`src/rtl/tmw_params.svh`:
```
/*
 * Constants of the 8-bit waveform timer: register offsets, field positions,
 * reset values and prescaler tap masks.
 * Assumes it is included by bare name from every file that needs it.
 */
`ifndef TMW_PARAMS_SVH
`define TMW_PARAMS_SVH

// ----------------------------------------------------------------------------
// Register byte offsets on the APB
// ----------------------------------------------------------------------------
`define TMW_OFS_CTRL 8'h00
`define TMW_OFS_COUNT 8'h04
`define TMW_OFS_COMPARE 8'h08
`define TMW_OFS_FLAGS 8'h0c

// ----------------------------------------------------------------------------
// Field positions
// ----------------------------------------------------------------------------
`define TMW_CTRL_WAVE_LSB 0
`define TMW_CTRL_COM_LSB 2
`define TMW_CTRL_CS_LSB 4
`define TMW_CTRL_FORCE_BIT 7
`define TMW_FLAGS_OVF_BIT 0
`define TMW_FLAGS_CMF_BIT 1

// ----------------------------------------------------------------------------
// Reset values and counter extremes
// ----------------------------------------------------------------------------
`define TMW_RST_BYTE 8'h00
`define TMW_BOTTOM 8'h00
`define TMW_MAX 8'hff

// ----------------------------------------------------------------------------
// Prescaler: divider width and tap masks for /8, /64, /256 and /1024
// ----------------------------------------------------------------------------
`define TMW_DIV_W 10
`define TMW_MASK_DIV8 10'h007
`define TMW_MASK_DIV64 10'h03f
`define TMW_MASK_DIV256 10'h0ff
`define TMW_MASK_DIV1024 10'h3ff

`endif

```
`src/rtl/tmw_pkg.sv`:
```
/*
 * Types of the 8-bit waveform timer: waveform modes, output actions and
 * counting direction.
 * Assumes nothing beyond a SystemVerilog compiler.
 */
package tmw_pkg;

   // Waveform mode field encodings.
   typedef enum logic [1:0] {
      TMW_NORMAL = 2'b00,
      TMW_PHASE = 2'b01,
      TMW_CTC = 2'b10,
      TMW_FAST = 2'b11
   } tmw_wave_type;

   // Action taken on the internal compare output state.
   typedef enum logic [1:0] {
      TMW_ACT_NONE = 2'b00,
      TMW_ACT_TOGGLE = 2'b01,
      TMW_ACT_CLEAR = 2'b10,
      TMW_ACT_SET = 2'b11
   } tmw_act_type;

   // Counting direction, used by the dual-slope mode only.
   typedef enum logic {
      TMW_UP = 1'b0,
      TMW_DOWN = 1'b1
   } tmw_dir_type;

endpackage : tmw_pkg

```
`src/rtl/tmw_prescale.sv`:
```
/*
 * Timer clock enable: a free-running prescaler with taps and an edge
 * detector on the external count input.
 * Assumes ext_clk_in is already synchronous to clk.
 */
`timescale 1ns/1ps
`include "tmw_params.svh"

module tmw_prescale #(
   parameter int unsigned DIV_W = `TMW_DIV_W
) (
   input wire logic clk,
   input wire logic reset_n,
   input wire logic [2:0] clock_select,
   input wire logic ext_clk_in,
   output logic timer_tick
);
   import tmw_pkg::*;

   // The divider must hold the widest tap.
   if (DIV_W < `TMW_DIV_W) begin : g_bad_width
      $error("tmw_prescale: DIV_W too small for the /1024 tap");
   end

   logic [DIV_W-1:0] div_r;
   logic ext_prev_r;

   // Free running: enabling a prescaled tap may wait up to a full divisor.
   always_ff @(posedge clk or negedge reset_n)
   begin
      if (!reset_n)
         div_r <= '0;
      else
         div_r <= div_r + 1'b1;
   end

   // Last sample of the external input, for edge detection.
   always_ff @(posedge clk or negedge reset_n)
   begin
      if (!reset_n)
         ext_prev_r <= 1'b0;
      else
         ext_prev_r <= ext_clk_in;
   end

   // Tap select; a zero field stops the timer.
   // divisors one to 1024
   always_comb
   begin
      case (clock_select)
         3'h1: timer_tick = 1'b1;
         3'h2: timer_tick = (div_r[9:0] & `TMW_MASK_DIV8) == `TMW_MASK_DIV8;
         3'h3: timer_tick = (div_r[9:0] & `TMW_MASK_DIV64) == `TMW_MASK_DIV64;
         3'h4: timer_tick = (div_r[9:0] & `TMW_MASK_DIV256) == `TMW_MASK_DIV256;
         3'h5: timer_tick = (div_r[9:0] & `TMW_MASK_DIV1024) == `TMW_MASK_DIV1024;
         3'h6: timer_tick = ext_prev_r & ~ext_clk_in;
         3'h7: timer_tick = ~ext_prev_r & ext_clk_in;
         default: timer_tick = 1'b0;
      endcase
   end

endmodule : tmw_prescale

```
`src/rtl/tmw_timer.sv`:
```
/*
 * 8-bit timer/counter with one compare channel: normal, clear-on-compare,
 * fast PWM and phase correct PWM, with overflow and compare match flags,
 * reached over an APB slave.
 * Assumes a 100 MHz clk, APB signals synchronous to it, and an interrupt
 * controller that pulses the service inputs when it takes a vector.
 */
// Our own choices: the APB interface to the registers and the address map.
`timescale 1ns/1ps
`include "tmw_params.svh"

module tmw_timer #(
   parameter int unsigned ADDR_W = 8,
   parameter int unsigned DIV_W = `TMW_DIV_W
) (
   input wire logic clk,
   input wire logic reset_n,
   input wire logic psel,
   input wire logic penable,
   input wire logic pwrite,
   input wire logic [ADDR_W-1:0] paddr,
   input wire logic [31:0] pwdata,
   output logic [31:0] prdata,
   output logic pready,
   output logic pslverr,
   input wire logic ext_clk_in,
   input wire logic overflow_service,
   input wire logic compare_service,
   output logic compare_output,
   output logic compare_output_en,
   output logic overflow_flag,
   output logic compare_match_flag
);
   import tmw_pkg::*;

   // The decoder compares against eight-bit offsets.
   if (ADDR_W < 8) begin : g_bad_addr
      $error("tmw_timer: ADDR_W must be at least 8");
   end

   // -------------------------------------------------------------------------
   // Declarations
   // -------------------------------------------------------------------------
   tmw_wave_type wave_r;
   logic [1:0] com_r;
   logic [2:0] clock_select_r;
   logic [7:0] count_r;
   logic [7:0] count_nxt;
   tmw_dir_type dir_r;
   tmw_dir_type dir_nxt;
   logic [7:0] cmp_buf_r;
   logic [7:0] cmp_active_r;
   logic block_r;
   logic oc_r;
   logic ovf_r;
   logic cmf_r;
   logic [31:0] prdata_r;
   logic timer_tick;
   logic wr_acc;
   logic wr_ctrl;
   logic wr_count;
   logic wr_cmp;
   logic wr_flags;
   logic mapped;
   logic is_pwm;
   logic at_max;
   logic match_ev;
   logic ovf_set;
   logic up_slope;
   logic force_ev;
   tmw_act_type act;
   logic [7:0] addr8;

   // -------------------------------------------------------------------------
   // Helpers
   // -------------------------------------------------------------------------

   // Output action for the single-slope and non-PWM settings of the field.
   function automatic tmw_act_type match_act(input logic [1:0] com);
      case (com)
         2'b01: match_act = TMW_ACT_TOGGLE;
         2'b10: match_act = TMW_ACT_CLEAR;
         2'b11: match_act = TMW_ACT_SET;
         default: match_act = TMW_ACT_NONE;
      endcase
   endfunction : match_act

   // True for the two PWM waveform modes.
   function automatic logic pwm_mode(input logic [1:0] wave);
      pwm_mode = (wave == TMW_PHASE) || (wave == TMW_FAST);
   endfunction : pwm_mode

   // -------------------------------------------------------------------------
   // Timer clock enable
   // -------------------------------------------------------------------------
   tmw_prescale #(
      .DIV_W(DIV_W)
   ) u_prescale (
      .clk(clk),
      .reset_n(reset_n),
      .clock_select(clock_select_r),
      .ext_clk_in(ext_clk_in),
      .timer_tick(timer_tick)
   );

   // -------------------------------------------------------------------------
   // APB decode
   // -------------------------------------------------------------------------

   // Zero wait states; unmapped offsets answer with an error.
   assign addr8 = paddr[7:0];
   assign mapped = (paddr[ADDR_W-1:0] >> 8) == '0 &&
                   (addr8 == `TMW_OFS_CTRL || addr8 == `TMW_OFS_COUNT ||
                    addr8 == `TMW_OFS_COMPARE || addr8 == `TMW_OFS_FLAGS);
   assign pready = 1'b1;
   assign pslverr = psel & penable & ~mapped;
   assign wr_acc = psel & penable & pwrite & mapped;
   assign wr_ctrl = wr_acc && addr8 == `TMW_OFS_CTRL;
   assign wr_count = wr_acc && addr8 == `TMW_OFS_COUNT;
   assign wr_cmp = wr_acc && addr8 == `TMW_OFS_COMPARE;
   assign wr_flags = wr_acc && addr8 == `TMW_OFS_FLAGS;
   assign prdata = prdata_r;

   // Read data is captured in the setup phase so it stands in the access phase.
   // counter readable while stopped
   always_ff @(posedge clk or negedge reset_n)
   begin
      if (!reset_n)
         prdata_r <= 32'h0000_0000;
      else if (psel && !penable && !pwrite)
      begin
         case (addr8)
            `TMW_OFS_CTRL: prdata_r <= {24'h00_0000, 1'b0, clock_select_r, com_r, wave_r};
            `TMW_OFS_COUNT: prdata_r <= {24'h00_0000, count_r};
            `TMW_OFS_COMPARE: prdata_r <= {24'h00_0000, cmp_buf_r};
            `TMW_OFS_FLAGS: prdata_r <= {30'h0000_0000, cmf_r, ovf_r};
            default: prdata_r <= 32'h0000_0000;
         endcase
      end
   end

   // -------------------------------------------------------------------------
   // Control fields
   // -------------------------------------------------------------------------

   // A new output mode only steers the next match; the counter ignores it.
   // reset to stopped normal mode
   always_ff @(posedge clk or negedge reset_n)
   begin
      if (!reset_n)
      begin
         wave_r <= TMW_NORMAL;
         com_r <= 2'b00;
         clock_select_r <= 3'b000;
      end
      else if (wr_ctrl)
      begin
         wave_r <= tmw_wave_type'(pwdata[`TMW_CTRL_WAVE_LSB +: 2]);
         com_r <= pwdata[`TMW_CTRL_COM_LSB +: 2];
         clock_select_r <= pwdata[`TMW_CTRL_CS_LSB +: 3];
      end
   end

   // The force strobe only counts in the non-PWM mode being written.
   assign force_ev = wr_ctrl && pwdata[`TMW_CTRL_FORCE_BIT] &&
                     !pwm_mode(pwdata[`TMW_CTRL_WAVE_LSB +: 2]);
   assign is_pwm = pwm_mode(wave_r);
   assign at_max = count_r == `TMW_MAX;

   // -------------------------------------------------------------------------
   // Compare value, buffered in PWM modes
   // -------------------------------------------------------------------------

   // Software always sees the buffer; the comparator sees the active copy.
   // direct in non-PWM, buffered in PWM
   always_ff @(posedge clk or negedge reset_n)
   begin
      if (!reset_n)
         cmp_buf_r <= `TMW_RST_BYTE;
      else if (wr_cmp)
         cmp_buf_r <= pwdata[7:0];
   end

   // Loading at MAX keeps each PWM period of the intended length.
   // load at MAX in PWM modes
   always_ff @(posedge clk or negedge reset_n)
   begin
      if (!reset_n)
         cmp_active_r <= `TMW_RST_BYTE;
      else if (wr_cmp && !is_pwm)
         cmp_active_r <= pwdata[7:0];
      else if (is_pwm && timer_tick && at_max)
         cmp_active_r <= cmp_buf_r;
   end

   // -------------------------------------------------------------------------
   // Match detection
   // -------------------------------------------------------------------------

   // A counter write hides any match in the following timer cycle.
   always_ff @(posedge clk or negedge reset_n)
   begin
      if (!reset_n)
         block_r <= 1'b0;
      else if (wr_count)
         block_r <= 1'b1;
      else if (timer_tick)
         block_r <= 1'b0;
   end

   // a value below count is missed
   assign match_ev = timer_tick && !block_r && count_r == cmp_active_r;

   // -------------------------------------------------------------------------
   // Counter sequence
   // -------------------------------------------------------------------------

   // Next count and direction follow the waveform mode; in CTC the count also clears on a match.
   // sequence set by waveform mode
   always_comb
   begin
      count_nxt = count_r;
      dir_nxt = dir_r;
      if (timer_tick)
      begin
         case (wave_r)
            TMW_NORMAL: count_nxt = count_r + 8'h01;
            TMW_CTC: count_nxt = match_ev ? `TMW_BOTTOM : count_r + 8'h01;
            TMW_FAST: count_nxt = at_max ? `TMW_BOTTOM : count_r + 8'h01;
            TMW_PHASE:
            begin
               if (dir_r == TMW_UP)
               begin
                  if (at_max)
                  begin
                     dir_nxt = TMW_DOWN;
                     count_nxt = count_r - 8'h01;
                  end
                  else
                     count_nxt = count_r + 8'h01;
               end
               else if (count_r == `TMW_BOTTOM)
               begin
                  dir_nxt = TMW_UP;
                  count_nxt = count_r + 8'h01;
               end
               else
                  count_nxt = count_r - 8'h01;
            end
            default: count_nxt = count_r;
         endcase
      end
   end

   // A software write replaces whatever the sequence would do.
   // writable in any mode
   always_ff @(posedge clk or negedge reset_n)
   begin
      if (!reset_n)
         count_r <= `TMW_RST_BYTE;
      else if (wr_count)
         count_r <= pwdata[7:0];
      else
         count_r <= count_nxt;
   end

   // Direction register, meaningful in dual-slope mode only.
   always_ff @(posedge clk or negedge reset_n)
   begin
      if (!reset_n)
         dir_r <= TMW_UP;
      else if (wave_r != TMW_PHASE)
         dir_r <= TMW_UP;
      else
         dir_r <= dir_nxt;
   end

   // -------------------------------------------------------------------------
   // Output waveform
   // -------------------------------------------------------------------------

   // At the turning points the slope is taken from the side just starting,
   // so a compare of BOTTOM or MAX gives a steady level.
   assign up_slope = (count_r == `TMW_BOTTOM) ? 1'b1 : at_max ? 1'b0 : (dir_r == TMW_UP);

   // Choose the action for this cycle; a force beats a real match.
   // field zero maps to no action
   always_comb
   begin
      act = TMW_ACT_NONE;
      if (force_ev)
         act = match_act(pwdata[`TMW_CTRL_COM_LSB +: 2]);
      else if (timer_tick)
      begin
         case (wave_r)
            TMW_NORMAL, TMW_CTC: if (match_ev) act = match_act(com_r);
            TMW_FAST:
            begin
               // BOTTOM edge wins over a match at MAX
               if (at_max && com_r[1])
                  act = com_r[0] ? TMW_ACT_CLEAR : TMW_ACT_SET;
               // clear or set on match; toggle
               else if (match_ev)
                  act = match_act(com_r);
            end
            TMW_PHASE:
            begin
               if (match_ev && com_r[1])
                  act = (up_slope ^ com_r[0]) ? TMW_ACT_CLEAR : TMW_ACT_SET;
            end
            default: act = TMW_ACT_NONE;
         endcase
      end
   end

   // Internal output state, kept across mode changes.
   always_ff @(posedge clk or negedge reset_n)
   begin
      if (!reset_n)
         oc_r <= 1'b0;
      else
      begin
         case (act)
            TMW_ACT_TOGGLE: oc_r <= ~oc_r;
            TMW_ACT_CLEAR: oc_r <= 1'b0;
            TMW_ACT_SET: oc_r <= 1'b1;
            default: oc_r <= oc_r;
         endcase
      end
   end

   // The pin takes the waveform only while the output mode is non-zero.
   // pin direction is software's job
   assign compare_output = oc_r;
   assign compare_output_en = com_r != 2'b00;

   // -------------------------------------------------------------------------
   // Flags
   // -------------------------------------------------------------------------

   assign ovf_set = timer_tick &&
                    ((wave_r != TMW_PHASE && at_max) ||
                     (wave_r == TMW_PHASE && dir_r == TMW_DOWN && count_r == 8'h01));

   // Set wins over a clear in the same cycle.
   always_ff @(posedge clk or negedge reset_n)
   begin
      if (!reset_n)
         ovf_r <= 1'b0;
      else if (ovf_set)
         ovf_r <= 1'b1;
      else if (overflow_service || (wr_flags && pwdata[`TMW_FLAGS_OVF_BIT]))
         ovf_r <= 1'b0;
   end

   // flag at the tick ending the match cycle
   always_ff @(posedge clk or negedge reset_n)
   begin
      if (!reset_n)
         cmf_r <= 1'b0;
      else if (match_ev)
         cmf_r <= 1'b1;
      else if (compare_service || (wr_flags && pwdata[`TMW_FLAGS_CMF_BIT]))
         cmf_r <= 1'b0;
   end

   assign overflow_flag = ovf_r;
   assign compare_match_flag = cmf_r;
endmodule : tmw_timer

```
`config.mk`:
```
export PLATFORM = sky130hd
export DESIGN_NAME = tmw_timer
export DESIGN_NICKNAME = d
export VERILOG_FILES = /design/src/rtl/tmw_pkg.sv /design/src/rtl/tmw_prescale.sv /design/src/rtl/tmw_timer.sv
export VERILOG_INCLUDE_DIRS = /design/src /design/src/rtl
export SDC_FILE = /design/constraint.sdc
export NUM_CORES = 1
export LEC_CHECK = 0
export ABC_AREA = 1
export BUFFER_PORTS_ARGS = -buffer_cell sky130_fd_sc_hd__buf_2
export CAP_MARGIN = 20
export CELL_PAD_IN_SITES_DETAIL_PLACEMENT = 0
export CELL_PAD_IN_SITES_GLOBAL_PLACEMENT = 1
export CORE_ASPECT_RATIO = 0.9
export CORE_MARGIN = 1
export CORE_UTILIZATION = 39
export CTS_CLUSTER_DIAMETER = 30
export DETAILED_ROUTE_END_ITERATION = 16
export GPL_ROUTABILITY_DRIVEN = 0
export PLACE_DENSITY_LB_ADDON = 0.1
export SYNTH_ARGS = -nofsm -noshare
export SYNTH_HDL_FRONTEND = slang
export SYNTH_SLANG_ARGS = --single-unit
export TNS_END_PERCENT = 30
```
`constraint.sdc`:
```
create_clock -name clk -period 2.04 [get_ports clk]
set_input_delay 0.102 -clock clk [delete_from_list [all_inputs] [get_ports clk]]
set_output_delay 0.102 -clock clk [all_outputs]
set_load 0.01 [all_outputs]
```
==> summary.md <==
Setup path
* nature of the critical path endpoint: register
* ordered cell list for the critical path: ha_1 -> ha_1 -> nand2_1 -> nand2_1 -> nand2_1 -> nand2_2 -> nand2_4 -> nor2_4 -> buf_4 -> nand2_1 -> nand2_1 -> a21oi_2 -> inv_1 -> nand2_1 -> nand2_1
* critical path data arrival time: 2.10 ns
* critical path class: reg2reg
* CP peak stage delay: 0.40 ns
* cell with the largest stage delay on the worst path: dfrtp_1
* largest fanout on the critical path: 5
* cell mode on critical path: nand2_1
* type of element launching the critical path: register
* data required time of the critical path: 2.27 ns
* Top delay family on crit path: simple AND/OR/NAND/NOR gates
* Buffers & Inverters on Critical Path: 2

Global routing
* global-route wire length before repair: 16200 um
* total global routing overflow: 0
* Total Routing Usage GR: 0.213
* antenna violations before repair: 0
* largest net degree at the start of global routing: 56
* vias in the first global route: 3105

Logic synthesis
* library cell with the highest instance count after synthesis: nand2_1
* number of enable-type register cells in the synthesized netlist: 0
* library cell with the largest summed area after synthesis: dfrtp_1
* cell types with the highest counts after synthesis: nand2_1, inv_1, dfrtp_1
* share of flip-flops with an asynchronous set or reset: 1.00
* post-synth design cell area: 3700 um^2
* Seq/Total Area, Yosys: 0.372
* area share of the largest cell type after synthesis: 0.372
* leading cell types by total area after synthesis: dfrtp_1, nand2_1, inv_1, buf_4, o21ai_0
* synthesized instance count: 499
* average cell area after synthesis: 7.42 um^2
* ys flop type: dfrtp_1
* number of warnings printed during yosys synthesis: 0
* Unique masters post-synth: 42
* FF+latch count, synth: 55

Timing
* maximum clock skew at final layout: 0.0138 ns
* number of failing hold endpoints at the final stage: 0
* shortest clock period the worst path allows after layout: 1.86 ns
* final worst path period share: 0.913
* smallest setup slack after layout: 0.178 ns
* final setup vio count: 0
* setup TNS after final layout: 0 ns
* peak clock frequency supported by timing: 537 MHz
* number of max-slew violations in the final report: 0

Die
* area of the core region: 9170 um^2
* number of I/O pins: 86
* row count: 33
* chip width: 105 um
* die area: 9880 um^2
* height of the die: 94.4 um
* initial standard-cell utilization of the core: 0.404

Place
* DP Wirelength: 7720 um
* count of input and output buffers: 36
* pre-CTS worst setup slack: 0.0805 ns

Drt
* average wire per cell in the routed design: 14.3 um
* uppermost layer routed: met4
* total length of routed met3 wires: 484 um
* per-cell via count in the routed design: 4.77
* # DRC: 0
* final wirelength: 10000 um
* length of routed wiring on met1: 4980 um
* vias post-DR: 3332
* DRC violation total after the first TritonRoute iteration: 168
* DRT antenna net count: 0
* Initial DRT Pass Iterations: 4
* met2 routed wirelength: 4470 um

Cells and area
* diode count: 0
* P&R area growth vs syn: 17.9%
* final net count: 630
* fill count: 987
* ratio of cells with drive above 1 in the final layout: 0.244
* final cell utilization of the core: 0.476

Clock network
* number of buffers created by CTS: 5
* worst skew pair latency: 0.32 ns
* clock-pin transition on the worst setup and hold timing paths: 0.12 ns
* number of H-tree levels: 2
* CTS max path bufs: 2
* CTS tree: done
* number of clock sinks seen by CTS: 55
* CTS root buffer: clkbuf_8

Pwr
* standby leakage power: 2.25 nW
* total power density per cell area: 620 nW/um^2
* IR drop worst, VDD: 314 uV

Outcome
* status: complete, no violations

Min path
* Tightest Hold Check Type: in2reg

Run
* max capacitance violation total: 0

[layer usage]
| metal | track usage | up-vias |
|---|---|---|
| met5 | 0 | - |
| met4 | 0.0423 | 0 |
| met3 | 0.0248 | 7 |
| met2 | 0.347 | 91 |
| met1 | 0.306 | 1542 |
| li1 | - | 1692 |
[flip-flops by register name (all words and copies together), names as in the netlist]
| name | cells |
|---|---|
| dir_r | 1 |
| cmp_buf_r | 8 |
| count_r | 8 |
| overflow_flag | 1 |
| block_r | 1 |
| prdata | 8 |
| u_prescale.ext_prev_r | 1 |
| clock_select_r | 3 |
| wave_r | 2 |
| cmp_active_r | 8 |
| compare_match_flag | 1 |
| compare_output | 1 |
| u_prescale.div_r | 10 |
| com_r | 2 |
[tightest hold or removal path, delay by kind of cell]
kind / cells / cell delay (ns)
AOI/OAI and AO/OA: 2 / 0.12
buffers and inverters: 1 / 0.08
and+or+nand+nor: 1 / 0.03
[cells by family (layout without fill, tap and decap cells)]
logic type / count (synthesis) / after routing / share of synthesized area
simple gates: 239 / 240 / 0.312
buf+inv: 110 / 164 / 0.144
compound gates: 74 / 74 / 0.118
flops: 55 / 55 / 0.372
xor+xnor: 13 / 13 / 0.0308
fa+ha+maj: 6 / 6 / 0.0203
other cells: 2 / 25 / 0.00203
[timing repair]
action,CTS,global route
endpoints found under the setup margin,0,17
resized for setup,0,10
hold buffers,2,0
setup buffers,0,5
endpoints found under the hold margin,56,0
[placed cells by master, fill, tap and decap left out, types with 2 or more instances in the layout]
master         instances
or2_2                  3
o22ai_1                7
o211ai_1               3
buf_2                 36
nand2_4                2
nor2_4                 5
clkinv_4               2
ha_1                   6
dfrtp_2                3
nand2_1              136
o21ai_2                7
nand4_2                2
a21oi_1               14
conb_1                25
dfrtp_1               52
nand2_2               12
nor2_1                26
nand4_1                8
clkbuf_8               5
nor3_1                 4
inv_1                 70
xnor2_1                2
buf_4                 42
dlygate4sd3_1          2
nor3_2                 2
xor2_1                11
nand3_2                7
inv_6                  3
inv_2                  3
o2111ai_1              3
o21ai_0               33
nand3_1               27
[layout make-up]
class,count,area [um^2],area share
Inverter,75,292,0.0668
Clock buffer,5,68.8,0.0158
Tap cell,122,153,0.0350
Sequential cell,55,1380,0.316
Clock inverter,3,26.3,0.00602
Multi-Input combinational cell,358,1910,0.437
Timing Repair Buffer,81,536,0.123
[per-stage QoR]
| step | area, um^2 | hold WS, ns | std cells | power, mW |
|---|---|---|---|---|
| finish | 4360 | 0.0575 | 699 | 2.70 |
| global route | 4360 | 0.0823 | 699 | 2.88 |
| CTS | 4290 | 0.0503 | 693 | 2.72 |
| detailed placement | 4180 | 0.133 | 683 | 2.03 |
| global placement | 4180 | 0.135 | 683 | 2.03 |
| floorplan | 3790 | -0.194 | 522 | 1.72 |
[path summary, 6_finish.rpt]
check / cells past startpoint / from / endpoint / slack [ns]
worst max-delay path: 15 / u_prescale.div_r[0] / compare_output / 0.18
max in group asynchronous: 3 / reset_n / cmp_buf_r[0] / 1.47
min in group asynchronous: 3 / reset_n / prdata[0] / 0.30
worst min register to register: 1 / u_prescale.div_r[9] / u_prescale.div_r[9] / 0.48
worst max register to register: 15 / u_prescale.div_r[0] / compare_output / 0.18
worst min-delay path: 4 / overflow_service / overflow_flag / 0.06
[power breakdown]
group          switching [mW]  internal, mW
registers               0.106          1.14
clock network           0.419         0.254
logic                   0.459         0.320
(Power assumes the default switching activity.)
